**src/design/mdc_defs.vh**
```
// constants for the modem terminal-side control line block
// assumes a 50 MHz core clock; included by the control line logic
`ifndef MDC_DEFS_VH
`define MDC_DEFS_VH

// operating modes
`define MDC_MODE_ASYNC       2'h0
`define MDC_MODE_ECM         2'h1
`define MDC_MODE_SYNC        2'h2

// transmit clock sources
`define MDC_TXC_INTERNAL     2'h0
`define MDC_TXC_RECOVERED    2'h1
`define MDC_TXC_TERMINAL     2'h2

// terminal-ready reactions
`define MDC_DTR_IGNORE       2'h0
`define MDC_DTR_CMD          2'h1
`define MDC_DTR_HANGUP       2'h2
`define MDC_DTR_RESET        2'h3

// clear-to-send delay unit and its cycle count at the core clock
`define MDC_CLK_MHZ          50
`define MDC_CTS_UNIT_US      10
`define MDC_CTS_UNIT_CYC     (`MDC_CTS_UNIT_US * `MDC_CLK_MHZ)

// default internal transmit clock divider (half period in core cycles)
`define MDC_INT_HALF_DIV     16'h0005

// reset values
`define MDC_RST_LOW          1'b0

`endif

```
**src/design/mdc_sync2.v**
```verilog
// two-flop synchroniser for a bundle of asynchronous level inputs
// assumes inputs come from pins or another clock; output is on i_core_clk
`timescale 1ns/1ps
module mdc_sync2 #(
  parameter W = 1
) (
  input  wire         i_core_clk,
  input  wire         i_arst_n,
  input  wire [W-1:0] i_async,
  output reg  [W-1:0] o_sync
);

  reg [W-1:0] meta_q;

  always @(posedge i_core_clk or negedge i_arst_n) begin
    if (!i_arst_n) begin
      meta_q <= {W{1'b0}};
      o_sync <= {W{1'b0}};
    end else begin
      meta_q <= i_async;
      o_sync <= meta_q;
    end
  end

endmodule

```
**src/design/mdc_ctrl_lines.v**
```verilog
// control lines and bit clocks of the modem serial port toward the terminal
// assumes configuration is static and set by the command layer; terminal pins,
// line status and clocks from the data pump are asynchronous and synchronised here
`timescale 1ns/1ps
`include "mdc_defs.vh"
module mdc_ctrl_lines #(
  parameter DLY_W = 8
) (
  input  wire             i_core_clk,
  input  wire             i_arst_n,
  // configuration from the command layer
  input  wire [1:0]       i_cfg_mode,
  input  wire             i_cfg_hw_flow,
  input  wire             i_cfg_sync_rts_cts,
  input  wire [DLY_W-1:0] i_cfg_cts_delay,
  input  wire [1:0]       i_cfg_txc_src,
  input  wire             i_cfg_dsr_force,
  input  wire             i_cfg_dcd_force,
  input  wire             i_cfg_sync_frame_mode,
  input  wire [1:0]       i_cfg_dtr_action,
  input  wire [15:0]      i_cfg_int_half_div,
  // modem state
  input  wire             i_cmd_state,
  input  wire             i_off_hook,
  input  wire             i_test_mode,
  input  wire             i_carrier_ok,
  input  wire             i_sync_ready,
  input  wire             i_ring_det,
  input  wire             i_frame_end,
  input  wire             i_rate_alt,
  input  wire             i_rx_space_ok,
  input  wire             i_rx_data_avail,
  input  wire             i_rx_carrier_clk,
  // terminal pins
  input  wire             i_rts,
  input  wire             i_dtr,
  input  wire             i_term_txc,
  // outputs to the terminal
  output reg              o_cts,
  output reg              o_dsr,
  output reg              o_dcd,
  output reg              o_ri,
  output reg              o_rate_sel_a,
  output reg              o_rate_sel_b,
  output reg              o_txc,
  output reg              o_rxc,
  // outputs to the modem core
  output reg              o_rx_deliver_en,
  output reg              o_dtr_hangup,
  output reg              o_dtr_to_cmd,
  output reg              o_dtr_reset,
  output reg              o_sync_clk_sel
);

  localparam integer UNIT_CYC = `MDC_CTS_UNIT_CYC;

  // cts sequencing states (one-hot)
  localparam [3:0] ST_IDLE = 4'b0001;
  localparam [3:0] ST_WAIT = 4'b0010;
  localparam [3:0] ST_ON   = 4'b0100;
  localparam [3:0] ST_HOLD = 4'b1000;

  // ==========================================================
  // input synchronisers
  // ==========================================================
  wire [5:0] pin_s;

  mdc_sync2 #(
    .W(6)
  ) u_sync (
    .i_core_clk (i_core_clk),
    .i_arst_n   (i_arst_n),
    .i_async    ({i_rts, i_dtr, i_term_txc, i_rx_carrier_clk, i_carrier_ok, i_ring_det}),
    .o_sync     (pin_s)
  );

  wire rts_s    = pin_s[5];
  wire dtr_s    = pin_s[4];
  wire ttxc_s   = pin_s[3];
  wire rclk_s   = pin_s[2];
  wire carr_s   = pin_s[1];
  wire ring_s   = pin_s[0];

  // ==========================================================
  // configuration sampling
  // ==========================================================
  reg [1:0]       mode_q;
  reg             flow_q;
  reg             srts_q;
  reg [DLY_W-1:0] dly_q;
  reg [1:0]       txsrc_q;
  reg             dsrf_q;
  reg             dcdf_q;
  reg             frm_q;
  reg [1:0]       dtra_q;
  reg [15:0]      hdiv_q;

  always @(posedge i_core_clk or negedge i_arst_n) begin
    if (!i_arst_n) begin
      mode_q  <= `MDC_MODE_ASYNC;
      flow_q  <= `MDC_RST_LOW;
      srts_q  <= `MDC_RST_LOW;
      dly_q   <= {DLY_W{1'b0}};
      txsrc_q <= `MDC_TXC_INTERNAL;
      dsrf_q  <= `MDC_RST_LOW;
      dcdf_q  <= `MDC_RST_LOW;
      frm_q   <= `MDC_RST_LOW;
      dtra_q  <= `MDC_DTR_IGNORE;
      hdiv_q  <= `MDC_INT_HALF_DIV;
    end else begin
      mode_q  <= i_cfg_mode;
      flow_q  <= i_cfg_hw_flow;
      srts_q  <= i_cfg_sync_rts_cts;
      dly_q   <= i_cfg_cts_delay;
      txsrc_q <= i_cfg_txc_src;
      dsrf_q  <= i_cfg_dsr_force;
      dcdf_q  <= i_cfg_dcd_force;
      frm_q   <= i_cfg_sync_frame_mode;
      dtra_q  <= i_cfg_dtr_action;
      // a zero divider would wrap the compare to 16'hffff and slow the internal clock, so it is clamped to one
      hdiv_q  <= (i_cfg_int_half_div == 16'h0000) ? 16'h0001 : i_cfg_int_half_div;
    end
  end

  wire is_sync = (mode_q == `MDC_MODE_SYNC);
  wire is_ecm  = (mode_q == `MDC_MODE_ECM);

  // ==========================================================
  // status lines
  // ==========================================================
  wire dsr_real = i_off_hook & ~i_test_mode;
  wire dsr_nxt  = (~is_sync & dsrf_q) ? 1'b1 : dsr_real;
  wire dcd_nxt  = (~is_sync & dcdf_q) ? 1'b1 : carr_s;

  // ==========================================================
  // request-to-send edge and cts delay
  // ==========================================================
  reg        rts_d_q;
  reg [3:0]  st_q;
  reg [3:0]  st_d;
  reg [DLY_W-1:0] dcnt_q;
  reg [15:0] ucnt_q;
  reg        hook_q;

  wire rts_rise  = rts_s & ~rts_d_q;
  // a short hook flash leaves st_q on for one more edge; go_hook pulls cts down then
  wire go_hook   = i_off_hook & ~hook_q;
  wire sync_live = is_sync & ~i_cmd_state;
  wire sync_rdy  = o_dsr & o_dcd & i_sync_ready;
  wire dly_done  = (dcnt_q == {DLY_W{1'b0}});

  always @* begin
    st_d = st_q;
    case (st_q)
      ST_IDLE: begin
        if (sync_live & sync_rdy & (~srts_q | rts_rise))
          st_d = (srts_q & ~dly_done) ? ST_WAIT : ST_ON;
      end
      ST_WAIT: begin
        if (dly_done)
          st_d = ST_ON;
      end
      ST_ON: begin
        st_d = ST_ON;
      end
      ST_HOLD: begin
        st_d = ST_IDLE;
      end
      default: st_d = ST_IDLE;
    endcase
    // leaving sync, command state, losing readiness, going off hook or dropping rts with rts/cts enabled restarts
    if (~sync_live | ~sync_rdy | go_hook | (srts_q & ~rts_s))
      st_d = ST_IDLE;
  end

  always @(posedge i_core_clk or negedge i_arst_n) begin
    if (!i_arst_n) begin
      st_q    <= ST_IDLE;
      rts_d_q <= `MDC_RST_LOW;
      hook_q  <= `MDC_RST_LOW;
      dcnt_q  <= {DLY_W{1'b0}};
      ucnt_q  <= 16'h0000;
    end else begin
      st_q    <= st_d;
      rts_d_q <= rts_s;
      hook_q  <= i_off_hook;
      if (st_q != ST_WAIT) begin
        dcnt_q <= dly_q;
        ucnt_q <= 16'h0000;
      end else if (ucnt_q == UNIT_CYC[15:0] - 16'h0001) begin
        ucnt_q <= 16'h0000;
        dcnt_q <= dcnt_q - {{(DLY_W-1){1'b0}}, 1'b1};
      end else begin
        ucnt_q <= ucnt_q + 16'h0001;
      end
    end
  end

  // cts by mode
  reg cts_nxt;
  always @* begin
    if (is_sync & i_cmd_state)
      cts_nxt = 1'b1;
    else if (is_sync)
      cts_nxt = (st_q == ST_ON) & ~go_hook;
    else if (is_ecm & flow_q & ~i_cmd_state)
      cts_nxt = i_rx_space_ok;
    else
      cts_nxt = 1'b1;
  end

  // delivery pause: rts only matters in ecm with flow control, on line
  wire deliver_nxt = (is_ecm & flow_q & ~i_cmd_state) ?
                     (rts_s & i_rx_data_avail) : i_rx_data_avail;

  // ==========================================================
  // bit clocks
  // ==========================================================
  reg [15:0] idiv_q;
  reg        iclk_q;

  always @(posedge i_core_clk or negedge i_arst_n) begin
    if (!i_arst_n) begin
      idiv_q <= 16'h0000;
      iclk_q <= `MDC_RST_LOW;
    end else if (idiv_q >= hdiv_q - 16'h0001) begin
      idiv_q <= 16'h0000;
      iclk_q <= ~iclk_q;
    end else begin
      idiv_q <= idiv_q + 16'h0001;
    end
  end

  reg txc_nxt;
  always @* begin
    case (txsrc_q)
      `MDC_TXC_RECOVERED: txc_nxt = rclk_s;
      `MDC_TXC_TERMINAL:  txc_nxt = is_sync ? ttxc_s : iclk_q;
      default:            txc_nxt = iclk_q;
    endcase
  end

  // ==========================================================
  // output registers
  // ==========================================================
  always @(posedge i_core_clk or negedge i_arst_n) begin
    if (!i_arst_n) begin
      o_cts           <= `MDC_RST_LOW;
      o_dsr           <= `MDC_RST_LOW;
      o_dcd           <= `MDC_RST_LOW;
      o_ri            <= `MDC_RST_LOW;
      o_rate_sel_a    <= `MDC_RST_LOW;
      o_rate_sel_b    <= `MDC_RST_LOW;
      o_txc           <= `MDC_RST_LOW;
      o_rxc           <= `MDC_RST_LOW;
      o_rx_deliver_en <= `MDC_RST_LOW;
      o_dtr_hangup    <= `MDC_RST_LOW;
      o_dtr_to_cmd    <= `MDC_RST_LOW;
      o_dtr_reset     <= `MDC_RST_LOW;
      o_sync_clk_sel  <= `MDC_RST_LOW;
    end else begin
      o_cts           <= cts_nxt;
      o_dsr           <= dsr_nxt;
      o_dcd           <= dcd_nxt;
      o_ri            <= frm_q ? i_frame_end : ring_s;
      o_rate_sel_a    <= ~i_rate_alt;
      o_rate_sel_b    <= i_rate_alt;
      o_txc           <= txc_nxt;
      // rxc is the recovered carrier clock, delayed by the synchroniser and this output register
      o_rxc           <= rclk_s;
      o_rx_deliver_en <= deliver_nxt;
      // terminal-ready drop: one level per configured reaction
      o_dtr_to_cmd    <= ~dtr_s & (dtra_q == `MDC_DTR_CMD);
      o_dtr_hangup    <= ~dtr_s & (dtra_q == `MDC_DTR_HANGUP);
      o_dtr_reset     <= ~dtr_s & (dtra_q == `MDC_DTR_RESET);
      o_sync_clk_sel  <= is_sync & (txsrc_q == `MDC_TXC_TERMINAL);
    end
  end

endmodule

```
**config.mk**
```make
export PLATFORM = sky130hd
export DESIGN_NAME = mdc_ctrl_lines
export DESIGN_NICKNAME = d
export VERILOG_FILES = /design/src/design/mdc_sync2.v /design/src/design/mdc_ctrl_lines.v
export VERILOG_INCLUDE_DIRS = /design/src /design/src/design
export SDC_FILE = /design/constraint.sdc
export NUM_CORES = 1
export LEC_CHECK = 0
export CORE_ASPECT_RATIO = 0.6
export CORE_MARGIN = 4
export CORE_UTILIZATION = 60
export DETAILED_ROUTE_END_ITERATION = 6
export DONT_BUFFER_PORTS = 1
export PLACE_DENSITY = 0.76
export SLEW_MARGIN = 20
export SYNTH_ARGS = -nofsm -noshare
export SYNTH_HDL_FRONTEND = slang
export SYNTH_SLANG_ARGS = --single-unit
```
**constraint.sdc**
```tcl
create_clock -name i_core_clk -period 3.75 [get_ports i_core_clk]
set_clock_uncertainty 0.1 [all_clocks]
set_input_delay 0.1875 -clock i_core_clk [delete_from_list [all_inputs] [get_ports i_core_clk]]
set_output_delay 0.1875 -clock i_core_clk [all_outputs]
set_load 0.02 [all_outputs]
```
[Word-level counts from Yosys, hierarchy flattened]
Index checks and enable logic that the tools add are counted.
Cells by class
  $add $sub $neg: 4
  multipliers: 0
  div/mod/pow operators: 0
  $lt $le $gt $ge: 1
  equality and inequality tests: 14
  shift-type cells: 0
  muxes and demuxes: 20
  bitwise operators: 39
  reduce and logical (&&, ||, !) cells: 4
Operators with widths (number)
  $mux 16: 4
  $add 16x1->16 const B: 2
  $and 1x1->1: 21
  $eq 16x9->1 const B: 1
  $ge 16x16->1: 1
  $logic_not 16->1: 1
  $mux 8: 2
  $sub 16x1->16 const B: 1
  $not 1->1: 14
  $mux 4: 3
  $pmux 4 s3: 1
  $eq 2x2->1 const B: 4
  $logic_not 8->1: 1
  $mux 1: 8
  $sub 8x1->8 const B: 1
  $eq 2x1->1 const B: 3
  $ne 3x3->1 const B: 2
  $eq 4x1->1 const B: 1
  $eq 4x2->1 const B: 1
  $eq 4x3->1 const B: 1
  $ne 4x2->1 const B: 1
  $or 1x1->1: 4
  $mux 3: 1
  $pmux 1 s2: 1
  other kinds (2): 2
Word-level totals
  register bits after elaboration: 107
  latch bits: 0
  RAM bits: 0
  ROM bits: 0
  input bits: 51
  output and inout port bits: 13
  word-level logic and storage cells: 114
  memories kept: 0

[Depth between registers and ports, before layout]
Gate-level depths: netlist of run 1.
  depth after elaboration: 8
  mapped depth: 15
  gate-level depth less buffers: 13

[Modules after synthesis]
Synthesis of run 1 repeated with hierarchy kept, for this count alone.
Second synthesis, totals
  cells, all modules: 416
  area, all modules: 4670.7 um^2
Modules (own cells, without submodules)
  mdc_ctrl_lines: instances 1, cells an instance 404, area an instance 4370.4 um^2, sequential area each 2356.0 um^2
  mdc_sync2: instances 1, cells an instance 12, area an instance 300.3 um^2, sequential area each 300.3 um^2

[Worst setup path before layout of run 1]
Ideal clock, no wire load.
  path type: flip-flop to flip-flop
  start point: register hdiv_q[1]
  end point: register idiv_q[10]
  setup time: 0.132 ns
  arrival time: 3.185 ns
  required time: 3.518 ns
  setup slack: 0.334 ns
  cell stages (with the launch flop): 15
  path buffers: 2
  period minus slack after synthesis: 3.416 ns
  cell sequence: dfrtp_1 > inv_1 > ha_1 > or4b_1 > nor3_1 > nand2_1 > nor4_1 > xnor2_1 > ha_1 > nand4_1 > nor4_1 > a211o_1 > clkbuf_1 > clkbuf_1 > nor2_1
Between the ends
  cells in the longest elaborated chain, start to end: 3
Ends and longest elaborated chain
  from (decl): line mdc_ctrl_lines.v:96  | reg [15:0] hdiv_q;
  from (signal assigned): line mdc_ctrl_lines.v:109  | hdiv_q <= `MDC_INT_HALF_DIV;
  from (signal assigned): line mdc_ctrl_lines.v:121  | hdiv_q <= (i_cfg_int_half_div == 16'h0000) ? 16'h0001 : i_cfg_int_half_div;
  $sub 16x1->16: line mdc_ctrl_lines.v:226  | end else if (idiv_q >= hdiv_q - 16'h0001) begin
  $ge 16x16->1: line mdc_ctrl_lines.v:226
  $mux 16: line mdc_ctrl_lines.v:226
  to (signal assigned): line mdc_ctrl_lines.v:230  | idiv_q <= idiv_q + 16'h0001;
  to (decl): line mdc_ctrl_lines.v:219  | reg [15:0] idiv_q;
Every way passes these cells.
A chain may end at the register's enable or synchronous reset.

[Worst setup path after layout of run 1]
  start point: register hdiv_q[0]
  end point: register iclk_q
Between the ends
  cells in the longest elaborated chain, start to end: 2
Ends and longest elaborated chain
  $sub 16x1->16: line mdc_ctrl_lines.v:226
  $ge 16x16->1: line mdc_ctrl_lines.v:226
  to (signal assigned): line mdc_ctrl_lines.v:225  | iclk_q <= `MDC_RST_LOW;
  to (signal assigned): line mdc_ctrl_lines.v:228  | iclk_q <= ~iclk_q;
  to (decl): line mdc_ctrl_lines.v:220  | reg iclk_q;
Every way passes these cells.

==> results_dict.tcl, run 1 <==
set metrics [dict create \
    root_buffer "clkbuf_16" \
    synth_xor_area_share_pct 9.16 \
    cp.depth 14 \
    yosys.area.top_type "dfrtp_1" \
    synth_top_family_by_area "simple AND/OR/NAND/NOR gates" \
    period_needed_ps 3390 \
    crit_start "hdiv_q[0]$_DFF_PN1_" \
    synth_area_leaders "dfrtp_1 (55%), ha_1 (6.1%), xnor2_1 (5.8%)" \
    cap_violations 0 \
    path_cells "inv_1 -> ha_1 -> or4b_1 -> nor3_2 -> nand2_1 -> nor4_1 -> xnor2_1 -> ha_1 -> nand4_1 -> nor2_1 -> a21o_1 -> a211o_1 -> buf_4 -> xnor2_1" \
    irDropWorstVdd_mv 0.567 \
    gr-total-overflow 0 \
    postCtsSetupRepairBufs 0 \
    critPathTopFamily "simple AND/OR/NAND/NOR gates" \
    drcViolationCount 0 \
    p_int_mw 1.86 \
    firstDrtPassIters 4 \
    fmax_mhz 295 \
    synthSimpleGateAreaFrac_pct 18.7 \
    rows 24 \
    p_leak_nw 2.41 \
    ys_seq_area_share_pct 56.7 \
    finalHoldViolCount 0 \
    ant_nets 0 \
    p_sw_share_pct 25.0 \
    hold_class "in2reg" \
    period_share_pct 90.3 \
    grt_max_degree 107 \
    hold_path_depth 3 \
    grt_setup_unrepaired "no" \
    die_w_um 122 \
    yosys.area.top_type_share_pct 55.0 \
    detail_route.wl_per_cell_um 16.2 \
    cts.clk_slew.worst_paths_ps 70 \
    crit_fanout 17 \
    final_max_slew_viol_count 0 \
    netlist_area_um2 4680 \
    layout_setup_ws_ps 365 \
    yosysMostFrequentCell "dfrtp_1" \
    cp.arrival_ps 3520 \
    drtIter0Drc 199 \
    ys_seq_elements 106 \
    clk_path_buf_depth 2 \
    use_met3_pct 6.75 \
    wirelength_um 9170 \
    slew_headroom_pct 52.5 \
    hpwl_um 5730 \
    synth-compound-area-share_pct 5.37 \
    status "finished, final reports clean" \
    synth_edf_count 0 \
    layout.nets 532 \
    htree_levels 3 \
    syn_avg_cell_area_um2 11.3 \
    power.switching_uw 622 \
    antenna_found_initial 0 \
    clock_latency_ps 350 \
    syn2layout_area_growth_pct 18.6 \
    tritoncts "done" \
    grt_pass1_vias 3105 \
    setup_viol 0 \
    grt.met1_usage_pct 29.8 \
    synth_warnings 0 \
    reg2regPathDepth 14 \
    critPathKind "reg2reg" \
    holdCritStartpoint "i_sync_ready" \
    num_vias 3067 \
    numCtsBuffers 9 \
    endpoint_kind "flop" \
    pre_cts_ws_ps 339 \
    cts_sinks 106 \
    max_stage_delay_ps 520 \
    grt_busiest_layer "met2" \
    io_buffers 0 \
    power_frac_comb_pct 10.0 \
    p_per_area_nw_per_um2 448 \
    synth_mux_area_share_pct 0.481 \
    clkPwrFrac_pct 37.7 \
    postSynth.asyncResetShare_pct 100 \
    synthAdderAreaFrac_pct 6.14 \
    coreArea_um2 7420 \
    synthTopCellsByCount "dfrtp_1 (103), nor2_1 (50), xnor2_1 (31)" \
    worst_pin_slew_ps 713 \
    start_util_pct 63.1 \
    grtUsageTotal_pct 21.3 \
    cp.required_ps 3880 \
    crit-reg2reg-launch "hdiv_q[0]$_DFF_PN1_" \
    synth.distinct_cells 51 \
    syn-instance-count 416 \
    die_area_um2 9330 \
    pwr-share-seq_pct 52.3 \
    ios 64 \
    synthFlopType "dfrtp_1" \
    startpoint_type "flop" \
    worst-path-buf-inv 2 \
    grt_util_met2_pct 31.7 \
    vias_per_cell 5.41 \
    finalSetupTns_ps 0 \
    cpMaxStageDelayCell "or4b_1" \
    die_h_um 76.4 \
    grt_pass1_wl_um 15400 \
    place.gp.congestion 0.804 \
    syn-num-nets 490 \
    drive_gt1_share_pct 7.56 \
    insertedDiodeCount 0 \
]
==> power groups by stage <==
stage | clock, mW | combinational [mW] | sequential (mW)
floorplan | 0 | 0.153 | 1.30
global route | 1.00 | 0.289 | 1.31
global placement | 0 | 0.169 | 1.32
finish | 0.936 | 0.250 | 1.30
CTS | 0.952 | 0.252 | 1.30
detailed placement | 0 | 0.181 | 1.32
==> registers in the layout, summed over array words and instances, names as in the netlist, 2 cells and up <==
name           flops
hdiv_q            16
idiv_q            16
ucnt_q            16
dcnt_q             8
dly_q              8
u_sync.meta_q      6
u_sync.o_sync      6
st_q               3
dtra_q             2
mode_q             2
txsrc_q            2
==> placed cells by master, fill, tap and decap left out, types with 3 or more instances in the layout <==
cell and instances:
xor2_1 18, nor4_1 9, ha_1 23, o21ai_1 5, nand4_1 8, o21ai_2 4, inv_1 20, dlygate4sd3_1 49
nor2b_1 6, nor2_1 50, or4_1 5, dfrtp_1 103, clkbuf_16 9, and4_1 3, nand3_1 11, xnor2_1 31
a21o_1 3, nand2b_1 5, nor4_4 3, nor3_1 9, nand2_1 28, o21ai_0 5, a21oi_1 11, dfstp_2 3
==> cells by family after synthesis <==
group,count (synthesis)
simple gates,157
flops,106
xor+xnor,49
buf+inv,40
compound gates,39
fa+ha+maj,23
mux,2
==> worst min-delay path, cell delays in order <==
cell and delay [ps]:
nand4b_1 80, or4_1 160, nor4_1 70
==> what timing repair did <==
| action | 4_1_cts | 5_1_grt |
|---|---|---|
| resized for setup | 0 | 1 |
| hold buffers | 50 | 0 |
| hold endpoints to repair | 154 | 0 |
| setup endpoints to repair | 0 | 6 |
==> layer usage <==
| metal | routed length (um) | up-vias |
|---|---|---|
| li1 | - | 1487 |
| met5 | 0 | - |
| met1 | 4340 | 1473 |
| met2 | 4040 | 96 |
| met3 | 663 | 11 |
| met4 | 123 | 0 |
==> metrics by stage <==
stage	power, mW	std cells	cell area (um2)	utilization (%)	hold WS [ps]
floorplan	1.45	416	4680	-	-208
global placement	1.49	501	4740	63.9	-205
finish	2.49	567	5560	74.9	84.7
CTS	2.50	567	5550	74.8	77.8
detailed placement	1.50	501	4740	63.9	-205
global route	2.61	567	5560	74.9	75.7
==> path summary, 6_finish.rpt <==
path | to | slack [ps]
max | iclk_q$_DFFE_PN0P_ | 360
max reg2reg | iclk_q$_DFFE_PN0P_ | 360
min in group asynchronous | u_sync.o_sync[2]$_DFF_PN0_ | 320
min | st_q[1]$_DFFE_PN0P_ | 80
min reg2reg | u_sync.o_sync[0]$_DFF_PN0_ | 250
max in group asynchronous | hdiv_q[0]$_DFF_PN1_ | 2810
==> final cells by class <==
class	count	area (um2)
clock buffer	11	233
fill	508	1860
multi-input combinational	270	1870
timing repair buffer	51	526
sequential	106	2660
tap	104	130
inverter	20	75.1
clock inverter	5	62.6
Note: power is estimated with default switching activity, not from simulation.
==> run 2: changes to the inputs <==
--- a/config.mk
+++ b/config.mk
@@ -6,12 +6,12 @@
 export SDC_FILE = /design/constraint.sdc
 export NUM_CORES = 1
 export LEC_CHECK = 0
+export BUFFER_PORTS_ARGS = -buffer_cell sky130_fd_sc_hd__clkbuf_2
 export CORE_ASPECT_RATIO = 0.6
 export CORE_MARGIN = 4
-export CORE_UTILIZATION = 60
+export CORE_UTILIZATION = 57
 export DETAILED_ROUTE_END_ITERATION = 6
-export DONT_BUFFER_PORTS = 1
-export PLACE_DENSITY = 0.76
+export PLACE_DENSITY = 0.79
 export SLEW_MARGIN = 20
 export SYNTH_ARGS = -nofsm -noshare
 export SYNTH_HDL_FRONTEND = slang
==> results_dict.tcl, run 2 (same netlist as run 1, synthesis figures left out) <==
set metrics [dict create \
    status "finished, final reports clean" \
    final_cell_mix "dfrtp_1 (103), clkbuf_2 (62), nor2_1 (50), dlygate4sd3_1 (48), xnor2_1 (31)" \
    cp.arrival_ps 3660 \
    postCtsSetupRepairBufs 0 \
    crit_fanout 17 \
    die_area_um2 9780 \
    cp.required_ps 3930 \
    vias_per_cell 5.18 \
    ant_nets 0 \
    cts_sinks 106 \
    slew_headroom_pct 53.9 \
    critPathKind "reg2reg" \
    drcViolationCount 0 \
    die_h_um 78.2 \
    numCtsBuffers 9 \
    cap_violations 0 \
    gr-total-overflow 0 \
    grt_pass1_wl_um 16700 \
    cts_resized 0 \
    layout.nets 595 \
    clock_latency_ps 350 \
    num_vias 3285 \
    startpoint_type "flop" \
    grt_max_degree 46 \
    firstDrtPassIters 4 \
    coreArea_um2 7950 \
    cts.clk_slew.worst_paths_ps 70 \
    drtIter0Drc 178 \
    cts_hold_buf 48 \
    finalHoldViolCount 0 \
    insertedDiodeCount 0 \
    wirelength_um 9770 \
    p_per_area_nw_per_um2 425 \
    htree_levels 3 \
    reg_top3 "hdiv_q (16), idiv_q (16), ucnt_q (16)" \
    ios 64 \
    io_buffers 63 \
    final_max_slew_viol_count 0 \
    period_share_pct 93.0 \
    place.gp.congestion 0.882 \
    period_needed_ps 3490 \
    die_w_um 125 \
    grt_pass1_vias 3455 \
    hold_class "in2reg" \
    fill_cells 536 \
    tritoncts "done" \
    rows 25 \
    grt_setup_unrepaired "no" \
    final_util_pct 73.6 \
    drive_gt1_share_pct 19.0 \
    clk_path_buf_depth 2 \
    final_common_cell "dfrtp_1" \
    root_buffer "clkbuf_16" \
    path_cells "inv_1 -> ha_1 -> or4b_1 -> nor3_1 -> nand2_1 -> nor4_1 -> xnor2_1 -> ha_1 -> nand4_1 -> nor4_1 -> a211o_1 -> buf_4 -> xnor2_1" \
    setup_viol 0 \
    max_stage_delay_ps 510 \
    holdWs_ps 96.0 \
    finalSetupTns_ps 0 \
    hpwl_um 6480 \
    cpMaxStageDelayCell "or4b_1" \
    irDropWorstVdd_mv 0.304 \
    endpoint_kind "flop" \
    syn2layout_area_growth_pct 24.8 \
    rrSetupSlack_ps 260 \
    grtUsageTotal_pct 21.6 \
    start_util_pct 58.9 \
    worst_pin_slew_ps 692 \
    p_leak_nw 2.67 \
    antenna_found_initial 0 \
    detail_route.wl_per_cell_um 15.4 \
    fmax_mhz 287 \
]
run 2: cell types whose count changed in the layout (fill, tap and decap cells not counted):
| cell | delta |
|---|---|
| clkbuf_2 | +62 |
| buf_4 | +3 |
| clkbuf_1 | -2 |
| buf_16 | -1 |
| bufinv_16 | -1 |
| clkinv_2 | +1 |
| clkinv_4 | +1 |
| clkinv_8 | +1 |
| clkinvlp_4 | -1 |
| dlygate4sd3_1 | -1 |
| inv_6 | +1 |
| nor3_1 | +1 |
| nor3_2 | -1 |
run 2: worst max-delay path: cells and delay by family (launching register included):
family                     cells  cell delay (ps)
xor gates and xnor gates       2              260
and+or+nand+nor                6             1630
adders and majority gates      2              530
DFF                            1              380
buffers and inverters          2              320
AOI/OAI and AO/OA              1              190
run 2: area by class of cell:
type                            count  area, um2  area share, %
Clock buffer                        9        225           3.85
Clock inverter                      7       63.8           1.09
Inverter                           20       75.1           1.28
Multi-Input combinational cell    270       1870           32.0
Sequential cell                   106       2660           45.5
Tap cell                          108        135           2.31
Timing Repair Buffer              114        821           14.0
run 2: path summary, 6_finish.rpt:
check                                           start                    endpoint  depth (start not counted)
max reg2reg                       hdiv_q[0]$_DFF_PN1_          iclk_q$_DFFE_PN0P_                         13
max in group asynchronous                    i_arst_n         hdiv_q[0]$_DFF_PN1_                          3
min in group asynchronous                    i_arst_n             o_txc$_DFF_PN0_                          2
min                                     i_rx_space_ok             o_cts$_DFF_PN0_                          4
min reg2reg                u_sync.meta_q[4]$_DFF_PN0_  u_sync.o_sync[4]$_DFF_PN0_                          0
max                               hdiv_q[0]$_DFF_PN1_          iclk_q$_DFFE_PN0P_                         13
run 2: metrics by stage:
stage          instance area, um2  setup slack [ps]  instances  total power, mW
6_report                     5840               264        634             2.48
5_1_grt                      5840              32.4        634             2.60
4_1_cts                      5840               324        634             2.51
3_5_place_dp                 5070               338        570             1.56
3_3_place_gp                 5070               488        570             1.54
2_1_floorplan                4680               334        416             1.45
run 2: where the power goes:
part | internal [mW] | switching (mW)
Combinational | 0.146 | 0.148
Sequential | 1.22 | 0.0732
Clock | 0.462 | 0.439
Total | 1.82 | 0.660
run 2: metal layers:
layer	track usage (%)	part of all wire (%)	up-vias
li1	-	-	1609
met1	29.7	48	1562
met2	33.3	45	101
met3	6.39	6.0	13
met4	7.25	1.3	0
met5	0	0	-
==> run 3: changes to the inputs <==
--- a/config.mk
+++ b/config.mk
@@ -11,7 +11,9 @@
 export CORE_MARGIN = 4
 export CORE_UTILIZATION = 57
 export DETAILED_ROUTE_END_ITERATION = 6
+export MAX_ROUTING_LAYER = met4
 export PLACE_DENSITY = 0.79
+export RECOVER_POWER = 50
 export SLEW_MARGIN = 20
 export SYNTH_ARGS = -nofsm -noshare
 export SYNTH_HDL_FRONTEND = slang
==> results_dict.tcl, run 3 (same netlist as run 1, synthesis figures left out) <==
set metrics [dict create \
    finalHoldViolCount 0 \
    root_buffer "clkbuf_16" \
    start_util_pct 58.9 \
    critPathKind "reg2reg" \
    cap_violations 1 \
    cp.arrival_ps 3650 \
    clk_path_buf_depth 2 \
    numCtsBuffers 9 \
    reg_top3 "hdiv_q (16), idiv_q (16), ucnt_q (16)" \
    drive_gt1_share_pct 13.3 \
    syn2layout_area_growth_pct 23.9 \
    path_cells "inv_1 -> ha_1 -> or4b_1 -> nor3_1 -> nand2_1 -> nor4_1 -> xnor2_1 -> ha_1 -> nand4_1 -> nor4_1 -> a211o_1 -> buf_4 -> xnor2_1" \
    status "finished with violations" \
    crit_fanout 17 \
    io_buffers 63 \
    p_sw_share_pct 26.6 \
    clkPwrFrac_pct 36.4 \
    period_needed_ps 3470 \
    final_cells 634 \
    grt_max_degree 46 \
    slew_headroom_pct -57.3 \
    postCtsSetupRepairBufs 0 \
    cts_resized 0 \
    layout.nets 595 \
    violations "capacitance limit, slew limit" \
    cts_sinks 106 \
    die_area_um2 9780 \
    die_h_um 78.2 \
    antenna_found_initial 0 \
    grtUsageTotal_pct 22.2 \
    p_int_mw 1.82 \
    grt_pass1_wl_um 16600 \
    dp_cells 570 \
    firstDrtPassIters 4 \
    drcViolationCount 0 \
    cts_hold_buf 48 \
    wirelength_um 9760 \
    tritoncts "done" \
    endpoint_kind "flop" \
    final_util_pct 73.1 \
    coreArea_um2 7950 \
    htree_levels 3 \
    insertedDiodeCount 0 \
    p_leak_nw 2.57 \
    finalSetupTns_ps 0 \
    startpoint_type "flop" \
    drtIter0Drc 208 \
    num_vias 3294 \
    final_common_cell "dfrtp_1" \
    clock_latency_ps 350 \
    irDropWorstVdd_mv 0.305 \
    grt_pass1_vias 3469 \
    detail_route.wl_per_cell_um 15.4 \
    cts.clk_slew.worst_paths_ps 70 \
    place.gp.congestion 0.897 \
    worst_pin_slew_ps 2360 \
    critPathTopFamily "simple AND/OR/NAND/NOR gates" \
    pwr-share-seq_pct 52.0 \
    worst-path-buf-inv 2 \
    max_stage_delay_ps 500 \
    power.switching_uw 660 \
    die_w_um 125 \
    fmax_mhz 288 \
    ant_nets 0 \
    p_per_area_nw_per_um2 427 \
    final_cell_mix "dfrtp_1 (103), nor2_1 (50), dlygate4sd3_1 (48), clkbuf_2 (33), xnor2_1 (31)" \
    cp.required_ps 3930 \
    grt_setup_unrepaired "no" \
    final_max_slew_viol_count 46 \
    power_frac_comb_pct 11.6 \
    hpwl_um 6480 \
    fill_cells 554 \
    cpMaxStageDelayCell "or4b_1" \
    pre_cts_ws_ps 338 \
    hold_class "in2reg" \
    ios 64 \
    vias_per_cell 5.20 \
    period_share_pct 92.5 \
    layout_setup_ws_ps 281 \
    setup_viol 0 \
    gr-total-overflow 0 \
    rows 25 \
]
[run 3: metrics by stage]
step | area, um2 | hold WS, ps | total power, mW
after floorplan | 4680 | -208 | 1.45
after global routing | 5800 | 169 | 2.60
after CTS | 5840 | 72.5 | 2.51
after detailed placement | 5070 | 116 | 1.56
final | 5800 | 95.5 | 2.48
after global placement | 5070 | 115 | 1.54
[run 3: area by class of cell]
cell class / instances / area, um2 / area share [%]
sequential: 106 / 2660 / 45.8
multi-input combinational: 270 / 1870 / 32.2
timing repair buffer: 114 / 781 / 13.5
clock buffer: 9 / 225 / 3.88
tap: 108 / 135 / 2.33
inverter: 20 / 75.1 / 1.29
clock inverter: 7 / 63.8 / 1.10
[run 3: power groups by stage]
stage	clock (mW)	sequential, mW	combinational, mW
2_1_floorplan	0	1.30	0.153
3_3_place_gp	0	1.31	0.237
3_5_place_dp	0	1.31	0.253
4_1_cts	0.922	1.29	0.294
5_1_grt	0.972	1.30	0.328
6_report	0.902	1.29	0.288
[run 3: final timing paths]
check                                                 from                         end  slack [ps]  depth (start not counted)
worst max-delay path                   hdiv_q[0]$_DFF_PN1_          iclk_q$_DFFE_PN0P_         280                         13
worst min-delay path                         i_rx_space_ok             o_cts$_DFF_PN0_         100                          4
worst max register to register         hdiv_q[0]$_DFF_PN1_          iclk_q$_DFFE_PN0P_         280                         13
worst min register to register  u_sync.meta_q[4]$_DFF_PN0_  u_sync.o_sync[4]$_DFF_PN0_         260                          0
max in group asynchronous                         i_arst_n         hdiv_q[0]$_DFF_PN1_        1100                          3
min in group asynchronous                         i_arst_n        txsrc_q[1]$_DFF_PN0_         990                          2
[run 3: tightest hold or removal path, stage by stage]
cell and delay (ps):
clkbuf_2 80, nor3_1 40, a21oi_1 90, or2_2 110
[run 3: per-layer routing]
layer	track usage [%]	vias up	wire, um
met5	-	-	0
met4	7.25	0	182
met3	6.05	19	575
met2	33.4	106	4300
met1	29.8	1559	4700
li1	-	1610	-
